==> src/include/sub_ops_pkg.sv <==
/*
  constants shared by the subtract execution unit and its testbench.
  assumes one 100 MHz clock domain and a 32-bit avalon-mm register port.
*/
`default_nettype none
package sub_ops_pkg;
  // opcode layout
  localparam logic [7:0] LIT_SUB_UPPER = 8'h08;
  localparam logic [5:0] FILE_SUB_UPPER = 6'h17;
  localparam int DEST_BIT = 9;
  localparam int ACCESS_BIT = 8;
  // access bank: low half of the 8-bit field maps to bank 0, high half to bank F
  localparam logic [3:0] ACCESS_LOW_BANK = 4'h0;
  localparam logic [3:0] ACCESS_HIGH_BANK = 4'hF;
  // register byte offsets
  localparam logic [7:0] OPCODE_OFFSET = 8'h00;
  localparam logic [7:0] ACC_OFFSET = 8'h04;
  localparam logic [7:0] BANK_OFFSET = 8'h08;
  localparam logic [7:0] STATUS_OFFSET = 8'h0C;
  // status field positions
  localparam int CARRY_POS = 0;
  localparam int DIGIT_POS = 1;
  localparam int ZERO_POS = 2;
  localparam int OVF_POS = 3;
  localparam int NEG_POS = 4;
  localparam int BUSY_POS = 7;
  localparam int ILLEGAL_POS = 8;
  // reset values
  localparam logic [7:0] ACC_RESET = 8'h00;
  localparam logic [3:0] BANK_RESET = 4'h0;
  localparam logic [4:0] FLAGS_RESET = 5'h00;
  localparam logic [15:0] OPCODE_RESET = 16'h0000;

  typedef enum logic [1:0] {
    ST_IDLE = 2'b00,
    ST_FETCH = 2'b01,
    ST_EXEC = 2'b10
  } exec_state_type;
endpackage
`default_nettype wire

==> src/rtl/sub_flags_core.sv <==
/*
  8-bit two's-complement subtractor, minuend minus subtrahend, with flags.
  assumes purely combinational use inside the execution unit.
*/
`timescale 1ns/1ps
`default_nettype none
module sub_flags_core (
  // operands
  input wire logic [7:0] minuend,
  input wire logic [7:0] subtrahend,
  // result and flags
  output logic [7:0] difference,
  output logic carry_flag,
  output logic digit_carry_flag,
  output logic zero_flag,
  output logic overflow_flag,
  output logic negative_flag
);
  wire [8:0] full_sum;
  wire [4:0] low_sum;
  // subtraction as add of inverted operand plus one; carry out means no borrow
  assign full_sum = {1'b0, minuend} + {1'b0, ~subtrahend} + 9'h001;
  assign low_sum = {1'b0, minuend[3:0]} + {1'b0, ~subtrahend[3:0]} + 5'h01;
  assign difference = full_sum[7:0];
  assign carry_flag = full_sum[8];
  assign digit_carry_flag = low_sum[4];
  assign zero_flag = (full_sum[7:0] == 8'h00);
  assign negative_flag = full_sum[7];
  assign overflow_flag = (minuend[7] != subtrahend[7]) && (full_sum[7] != minuend[7]);
endmodule
`default_nettype wire

==> src/rtl/sub_exec_unit.sv <==
/*
  execution unit for the literal-subtract and file-subtract instructions,
  with accumulator, bank select and status flags, reached over avalon-mm.
  assumes a synchronous data memory on the same clock: read data is valid
  one cycle after the read strobe.
*/
// The register addresses and the Avalon-MM register port were decided locally.
// Contract
// [RULE1] upper byte 08h is literal subtract
// [RULE2] literal minus accumulator into accumulator
// [RULE3] file register minus accumulator
// [RULE4] destination bit 0 writes accumulator
// [RULE5] access bit 1 uses bank select
// [RULE6] destination bit 1 writes file register
// [RULE7] access bit 0 uses access bank
// [RULE8] both update carry zero negative overflow digit
`timescale 1ns/1ps
`default_nettype none
module sub_exec_unit
  import sub_ops_pkg::*;
(
  // clock and reset
  input wire logic clk,
  input wire logic rst_b,
  // avalon-mm slave
  input wire logic [7:0] address,
  input wire logic read,
  input wire logic write,
  input wire logic [31:0] writedata,
  output logic [31:0] readdata,
  output logic waitrequest,
  // data memory port
  output logic [11:0] dmem_addr,
  output logic dmem_re,
  output logic dmem_we,
  output logic [7:0] dmem_wdata,
  input wire logic [7:0] dmem_rdata
);
  exec_state_type state;
  exec_state_type next_state;
  logic [15:0] opcode;
  logic [7:0] working_accumulator;
  logic [3:0] bank_select_register;
  logic [4:0] flags;
  logic illegal;
  logic ack;
  logic [7:0] operand;

  function automatic logic is_lit_sub(input logic [15:0] op);
    return op[15:8] == LIT_SUB_UPPER;
  endfunction

  function automatic logic is_file_sub(input logic [15:0] op);
    return op[15:10] == FILE_SUB_UPPER;
  endfunction

  function automatic logic [11:0] form_addr(input logic [15:0] op, input logic [3:0] bank);
    logic [11:0] result;
    result = {ACCESS_LOW_BANK, op[7:0]};
    if (op[ACCESS_BIT]) begin
      result = {bank, op[7:0]};
    end else if (op[7]) begin
      result = {ACCESS_HIGH_BANK, op[7:0]};
    end
    return result;
  endfunction

  wire busy = (state != ST_IDLE);
  wire access = read | write;
  // writes wait while an instruction runs so software never races the datapath
  wire stall = write & busy;
  wire take = access & ~ack & ~stall;
  wire wr_take = take & write;
  wire hit_opcode = (address == OPCODE_OFFSET);
  wire hit_acc = (address == ACC_OFFSET);
  wire hit_bank = (address == BANK_OFFSET);
  wire hit_status = (address == STATUS_OFFSET);
  wire start = wr_take & hit_opcode;
  wire [15:0] new_opcode = writedata[15:0];
  // [RULE1] literal subtract decode
  wire start_lit = start & is_lit_sub(new_opcode);
  wire start_file = start & is_file_sub(new_opcode);
  wire start_bad = start & ~is_lit_sub(new_opcode) & ~is_file_sub(new_opcode);
  wire dest_file = opcode[DEST_BIT];
  wire in_exec = (state == ST_EXEC);
  wire exec_lit = in_exec & is_lit_sub(opcode);
  wire exec_file = in_exec & is_file_sub(opcode);

  wire [7:0] diff;
  wire c_flag;
  wire dc_flag;
  wire z_flag;
  wire ov_flag;
  wire n_flag;
  // [RULE2] literal is minuend
  // [RULE3] file register is minuend
  wire [7:0] minuend = exec_file ? dmem_rdata : operand;

  sub_flags_core core (
    .minuend(minuend),
    .subtrahend(working_accumulator),
    .difference(diff),
    .carry_flag(c_flag),
    .digit_carry_flag(dc_flag),
    .zero_flag(z_flag),
    .overflow_flag(ov_flag),
    .negative_flag(n_flag)
  );

  wire [4:0] result_flags = {n_flag, ov_flag, z_flag, dc_flag, c_flag};
  wire [31:0] status_word = {23'h000000, illegal, busy, 2'b00, flags};
  wire [31:0] read_mux = hit_opcode ? {16'h0000, opcode} :
                         hit_acc ? {24'h000000, working_accumulator} :
                         hit_bank ? {28'h0000000, bank_select_register} :
                         hit_status ? status_word : 32'h00000000;

  assign waitrequest = access & ~ack;

  always_comb begin
    next_state = state;
    case (state)
      ST_IDLE: begin
        if (start_lit) begin
          next_state = ST_EXEC;
        end else if (start_file) begin
          next_state = ST_FETCH;
        end
      end
      ST_FETCH: begin
        next_state = ST_EXEC;
      end
      ST_EXEC: begin
        next_state = ST_IDLE;
      end
      default: begin
        next_state = ST_IDLE;
      end
    endcase
  end

  always_ff @(posedge clk) begin
    if (!rst_b) begin
      state <= ST_IDLE;
      ack <= 1'b0;
      readdata <= 32'h00000000;
    end else begin
      state <= next_state;
      ack <= take;
      if (take & read) begin
        readdata <= read_mux;
      end
    end
  end

  always_ff @(posedge clk) begin
    if (!rst_b) begin
      opcode <= OPCODE_RESET;
      operand <= 8'h00;
    end else if (start) begin
      opcode <= new_opcode;
      operand <= new_opcode[7:0];
    end
  end

  always_ff @(posedge clk) begin
    if (!rst_b) begin
      working_accumulator <= ACC_RESET;
    end else if (exec_lit | (exec_file & ~dest_file)) begin
      // [RULE4] accumulator destination
      working_accumulator <= diff;
    end else if (wr_take & hit_acc) begin
      working_accumulator <= writedata[7:0];
    end
  end

  always_ff @(posedge clk) begin
    if (!rst_b) begin
      bank_select_register <= BANK_RESET;
    end else if (wr_take & hit_bank) begin
      bank_select_register <= writedata[3:0];
    end
  end

  always_ff @(posedge clk) begin
    if (!rst_b) begin
      flags <= FLAGS_RESET;
    end else if (exec_lit | exec_file) begin
      // [RULE8] flags from result
      flags <= result_flags;
    end else if (wr_take & hit_status) begin
      flags <= writedata[NEG_POS:CARRY_POS];
    end
  end

  // illegal opcode is sticky; writing 1 clears it, a new illegal start wins
  always_ff @(posedge clk) begin
    if (!rst_b) begin
      illegal <= 1'b0;
    end else if (start_bad) begin
      illegal <= 1'b1;
    end else if (wr_take & hit_status & writedata[ILLEGAL_POS]) begin
      illegal <= 1'b0;
    end
  end

  // data memory strobes are registered, so the write lands one cycle after exec
  always_ff @(posedge clk) begin
    if (!rst_b) begin
      dmem_addr <= 12'h000;
      dmem_re <= 1'b0;
      dmem_we <= 1'b0;
      dmem_wdata <= 8'h00;
    end else begin
      dmem_re <= start_file;
      // [RULE6] file register destination
      dmem_we <= exec_file & dest_file;
      if (start_file) begin
        // [RULE5] banked address
        // [RULE7] access bank address
        dmem_addr <= form_addr(new_opcode, bank_select_register);
      end
      if (exec_file & dest_file) begin
        dmem_wdata <= diff;
      end
    end
  end
endmodule
`default_nettype wire

==> config.mk <==
export PLATFORM = sky130hd
export DESIGN_NAME = sub_exec_unit
export DESIGN_NICKNAME = d
export VERILOG_FILES = /design/src/include/sub_ops_pkg.sv /design/src/rtl/sub_flags_core.sv /design/src/rtl/sub_exec_unit.sv
export SDC_FILE = /design/constraint.sdc
export NUM_CORES = 1
export LEC_CHECK = 0
export ABC_AREA = 1
export BUFFER_PORTS_ARGS = -buffer_cell sky130_fd_sc_hd__clkbuf_2
export CORE_MARGIN = 8
export CORE_UTILIZATION = 53
export CTS_CLUSTER_SIZE = 30
export DETAILED_ROUTE_END_ITERATION = 8
export GPL_TIMING_DRIVEN = 0
export MAX_ROUTING_LAYER = met4
export PLACE_DENSITY = 0.8
export REMOVE_ABC_BUFFERS = 1
export SETUP_SLACK_MARGIN = 0.3
export SYNTH_ARGS = -nofsm -noshare
export SYNTH_HDL_FRONTEND = slang
export SYNTH_HIERARCHICAL = 1
export SYNTH_SLANG_ARGS = --single-unit
==> constraint.sdc <==
create_clock -name clk -period 3.5 [get_ports clk]
set_clock_uncertainty 0.15 [all_clocks]
set_input_delay 0.7 -clock clk [delete_from_list [all_inputs] [get_ports clk]]
set_output_delay 0.7 -clock clk [all_outputs]
set_load 0.03 [all_outputs]
* After elaboration in Yosys (flattened, before gate mapping)
Index checks and enable logic that the tools add are counted.
** Cells by class
- Add/sub/neg operators :: 4
- Equality and inequality tests :: 12
- Mux-type cells :: 16
- Bitwise gates (word level) :: 28
- Reductions and logical operators :: 8
** Operators by type and width (number)
- $eq A8 B4 Y1 const B :: 4
- $mux W9 :: 3
- $mux W12 :: 2
- $mux W8 :: 3
- $and A1 B1 Y1 :: 18
- $logic_not A8 Y1 :: 2
- $mux W16 :: 1
- $eq A6 B5 Y1 const B :: 2
- $mux W5 :: 2
- $add A8 B8 Y9 :: 1
- $add A9 B1 Y9 const B :: 1
- $eq A8 B3 Y1 const B :: 1
- $not A8 Y8 :: 1
- $reduce_bool A2 Y1 :: 4
- $add A4 B4 Y5 :: 1
- $add A5 B1 Y5 const B :: 1
- $not A1 Y1 :: 5
- $mux W2 :: 2
- $not A4 Y4 :: 1
- $pmux W2 S2 :: 1
- $ne A3 B3 Y1 const B :: 1
- $or A1 B1 Y1 :: 3
- $eq A2 B1 Y1 const B :: 1
- $eq A2 B2 Y1 const B :: 1
- other kinds (4) :: 6
** Storage, ports and cells
- Flip-flop bits (word level) :: 99
- Input port bits :: 52
- Output and inout bits :: 55
- Logic and storage cells :: 81

* Longest topological paths before layout
- Word-level depth :: 10
- Gate-level depth with buffers :: 23
- Gate-level depth less buffers :: 22

* Hierarchy
Netlist, hierarchy kept.
** Modules (own cells, without submodules)
- sub_exec_unit :: instances 1, cells each 512, area an instance 3518.4 um^2, sequential area each 1501.4 um^2
- sub_flags_core :: instances 1, cells each 84, area an instance 456.7 um^2, sequential area each 0.0 um^2

* Least setup slack after synthesis
OpenSTA, ideal clock, no wires.
- Path kind :: reg-to-reg
- From :: register state[1]
- To :: register flags[2]
- Library setup time :: 0.064 ns
- Data arrival time :: 2.548 ns
- Required time :: 3.286 ns
- Slack :: 0.738 ns
- Cell stages (with the launch flop) :: 21
- Cell sequence :: dfxtp_1 -> nand2_1 -> nor2_1 -> nand2_1 -> inv_1 -> buf_2 -> nand2_1 -> o21ai_0 -> inv_1 -> ha_1 -> fa_1 -> inv_1 -> nand3_1 -> nand3_1 -> xnor2_1 -> nand3_1 -> nor2_1 -> nand2_1 -> o21ai_0 -> nor2_1 -> nor2_1
** On the way
- Word-level cells in the longest chain between the ends :: 7
- Elaborated cells between the ends (all ways) :: 16
** RTL lines
- start, declared :: line sub_exec_unit.sv:39 : exec_state_type state;
- start signal, assigned :: line sub_exec_unit.sv:147 : state <= next_state;
- $eq A2 B2 Y1 :: line sub_exec_unit.sv:85 : wire in_exec = (state == ST_EXEC);
- $and A1 B1 Y1 :: line sub_exec_unit.sv:87 : wire exec_file = in_exec & is_file_sub(opcode);
- $mux W8 :: line sub_exec_unit.sv:97 : wire [7:0] minuend = exec_file ? dmem_rdata : operand;
- named net minuend[0] :: line sub_exec_unit.sv:97
- $add A8 B8 Y9 :: line sub_flags_core.sv:22 : assign full_sum = {1'b0, minuend} + {1'b0, ~subtrahend} + 9'h001;
- $add A9 B1 Y9 :: line sub_flags_core.sv:22
- $logic_not A8 Y1 :: line sub_flags_core.sv:27 : assign zero_flag = (full_sum[7:0] == 8'h00);
- named net z_flag :: line sub_exec_unit.sv:92 : wire z_flag;
- $mux W5 :: line sub_exec_unit.sv:187 : end else if (exec_lit | exec_file) begin
- end signal, assigned :: line sub_exec_unit.sv:189 : flags <= result_flags;
- end signal, assigned :: line sub_exec_unit.sv:191 : flags <= writedata[NEG_POS:CARRY_POS];
- end, declared :: line sub_exec_unit.sv:44 : logic [4:0] flags;
The timed path passes the listed nets, and every way through them passes these cells.
A chain may end at the register's enable or synchronous reset.

==> flow_summary.toml <==
[outcome]
status = "finished clean"

[synth]
netlist_instances = 596
ys_types = 35
ys_ff_latch = 75
seq_area_frac_synth_pct = 37.8
yosys_warnings = 6
syn_area_sq_um = 3980
synth_area_per_cell_sq_um = 6.67

[critical_path]
timing.reg2reg.setup_slack_ns = 0.58
crit_family = "buffers and inverters"
setup.worst_path.start_class = "input pin"
reg2reg_from = "opcode[15]"
reg2regPathDepth = 20
crit_path_end_kind = "flop"
crit_path_max_incr_delay_ns = 1.04
critPathBufInv = 2
worstPathMaxFanout = 41
path_cells = "clkbuf_2 > clkinv_1 > or2_2 > a21oi_1"
slowest_stage = "clkinv_1"
crit_required_ns = 3.61
r2r_end = "flags[2]"
crit_type = "input pin to flop"
cp_data_arrival_time_ns = 3.08

[clock_network]
h-tree-depth = 3
clk_path_buf_depth = 2
clk_pin_slew_ns = 0.08
cts_tree = "built"
clkSinkCount = 75
cts_buffers = 9
clock_latency_ns = 0.34
cts_root_buffer = "clkbuf_8"

[placement]
gp_congestion = 0.911
pre_cts_slack_ns = 0.130
placed_cells = 751
io_buffers = 74
hpwlAfterDp_microns = 7970

[timing]
max_slew_margin_pct = 30.1
rsz0062_at_grt = "yes"
hold_ws_ns = 0.310
setup_violations = 0
period_minus_slack_ns = 2.97
setup_ws_ns = 0.530
finalHoldViolCount = 0
fmax_mhz = 337
period_share_pct = 84.9
slew_viol_final = 0
worst_pin_slew_ns = 1.04
fin_setup_tns_ns = 0

[pwr]
power.total_mw = 1.73
total_leakage_power_nw = 2.17
ir_worst_vdd_uv = 257
powerDensity_nw_per_um2 = 374

[grt]
grt_max_degree = 42
grt_pass1_wl_microns = 17300
grt_usage_pct = 21.0
grt_pass1_vias = 3882
antenna_found_initial = 0
overflow = 0

[routing]
met2_wirelength_microns = 5010
drt_iter0_markers = 344
ant_nets = 0
wirelength_microns = 10700
top_layer_used = "met4"
drc_errors = 0
drt-pass1-iter-count = 5
wl_per_cell_microns = 13.8
viasPerCell = 5.18
met1Wirelength_microns = 4610
wl_met3_microns = 822
routed-via-count = 4003

[floorplan]
die-width_microns = 103
die_y_microns = 103
core-area_sq_um = 7250
fp-row-count = 31
ios = 107
start_util_pct = 54.8
die-area_sq_um = 10500

[layout]
syn2layout_area_growth_pct = 16.0
drive_gt1_share_pct = 18.5
fill_cells = 671
stdcell_count = 773
nNetsFinal = 730
diodes = 0

[worst_hold_path]
holdPathEnd = "dmem_wdata[5]"
min_path_type = "flop to flop"
min-delay-start = "dmem_wdata[5]"
hold_depth = 2

[run]
drv_cap = 0
==> report_power, final <==
part	leakage [nW]	internal, mW	switching (mW)
clock	0.103	0.403	0.332
combinational	1.47	0.0352	0.0968
sequential	0.606	0.856	0.00221
total	2.17	1.29	0.431
==> sequential cells by signal, summed over array words and instances (netlist names) <==
register,flops
opcode,16
readdata,16
dmem_addr,12
dmem_wdata,8
working_accumulator,8
flags,5
bank_select_register,4
state,2
ack,1
dmem_re,1
dmem_we,1
illegal,1
==> routing by layer <==
layer / up-vias / track usage (%)
met5: - / -
met4: 0 / 9.37
met3: 23 / 2.70
met2: 179 / 35.1
met1: 1802 / 24.8
li1: 1999 / -
==> layout by cell type (no fill, tap or decap), drive strengths merged, types with 3 or more instances in the layout <==
master and n:
a21oi 60, a22oi 7, buf 6, clkbuf 84, clkinv 3, clkinvlp 4, conb 16, dfxtp 75
ha 8, inv 80, nand2 158, nand3 32, nand4 3, nor2 77, o211ai 8, o21ai 38
or2 3
==> synth_stat cells <==
cell type  count  share of area, %
nand2_1      152                14
inv_1         78               7.4
dfxtp_1       75                38
nor2_1        71               6.7
a21oi_1       60               7.6
o21ai_0       36               4.5
nand3_1       31               3.9
buf_4         17               3.2
clkbuf_1      12               1.1
ha_1           8               2.5
o211ai_1       8               1.5
a22oi_1        7               1.3
nand2_2        5              0.79
nor2_4         4               1.1
buf_2          3              0.38
or2_2          3              0.47
inv_2          2              0.19
nand3b_1       2              0.38
nand4_1        2              0.31
nor2_2         2              0.31
o21ai_1        2              0.25
xnor2_1        2              0.44
xor2_1         2              0.44
buf_1          1             0.094
buf_6          1              0.28
clkinv_1       1             0.094
clkinv_2       1              0.13
conb_1         1             0.094
fa_1           1              0.50
nand2_4        1              0.28
nand3_4        1              0.44
nand4_4        1              0.54
nor3_1         1              0.13
nor3_2         1              0.25
o21bai_1       1              0.19
==> tightest hold or removal path, cell delays in order (launching register included) <==
cell	delay, ns
dfxtp_1	0.31
nand2_1	0.06
a21oi_1	0.05
==> final cells by class <==
type	count	area [sq um]	area share [%]
sequential	75	1500	32.6
clock inverter	6	88.8	1.93
multi-input combinational	420	2030	44.0
timing repair buffer	80	419	9.09
tap	99	124	2.69
inverter	82	313	6.78
clock buffer	10	128	2.77
timing repair inverter	1	5.00	0.109
==> timing repair <==
action | 4_1_cts | 5_1_grt
endpoints found under the hold margin | 0 | 0
setup endpoints to repair | 5 | 5
pin swaps | 0 | 1
gates cloned | 1 | 0
resized for setup | 2 | 7
hold buffers | 0 | 0
setup buffers | 3 | 2
==> logic make-up (layout without fill, tap and decap cells) <==
group           count (synthesis)  in the layout  share of synthesized area [%]
buf+inv                       116            179                           12.9
simple gates                  277            277                           30.0
flops                          75             75                           37.8
xor+xnor                        4              4                          0.881
compound gates                114            114                           15.4
other cells                     1             16                         0.0943
fa+ha+maj                       9              9                           3.02
==> through the flow <==
step	instance area (sq um)	utilization [%]
after global placement	4320	59.6
final	4610	63.6
after detailed placement	4330	59.8
after floorplan	3830	-
after global routing	4610	63.6
after CTS	4580	63.2
==> worst max path at each step <==
stage                     slack, ns  depth (start not counted)       start        to
after global routing           0.30                          4       rst_b  state[1]
after detailed placement       0.13                         19  opcode[11]  flags[2]
after CTS                      0.42                         19    state[0]  flags[2]
after global placement         0.13                         19    state[1]  flags[2]
final                          0.53                          4       rst_b  state[1]
after floorplan                0.66                         19    state[1]  flags[2]
Note: power is estimated with default switching activity, not from simulation.
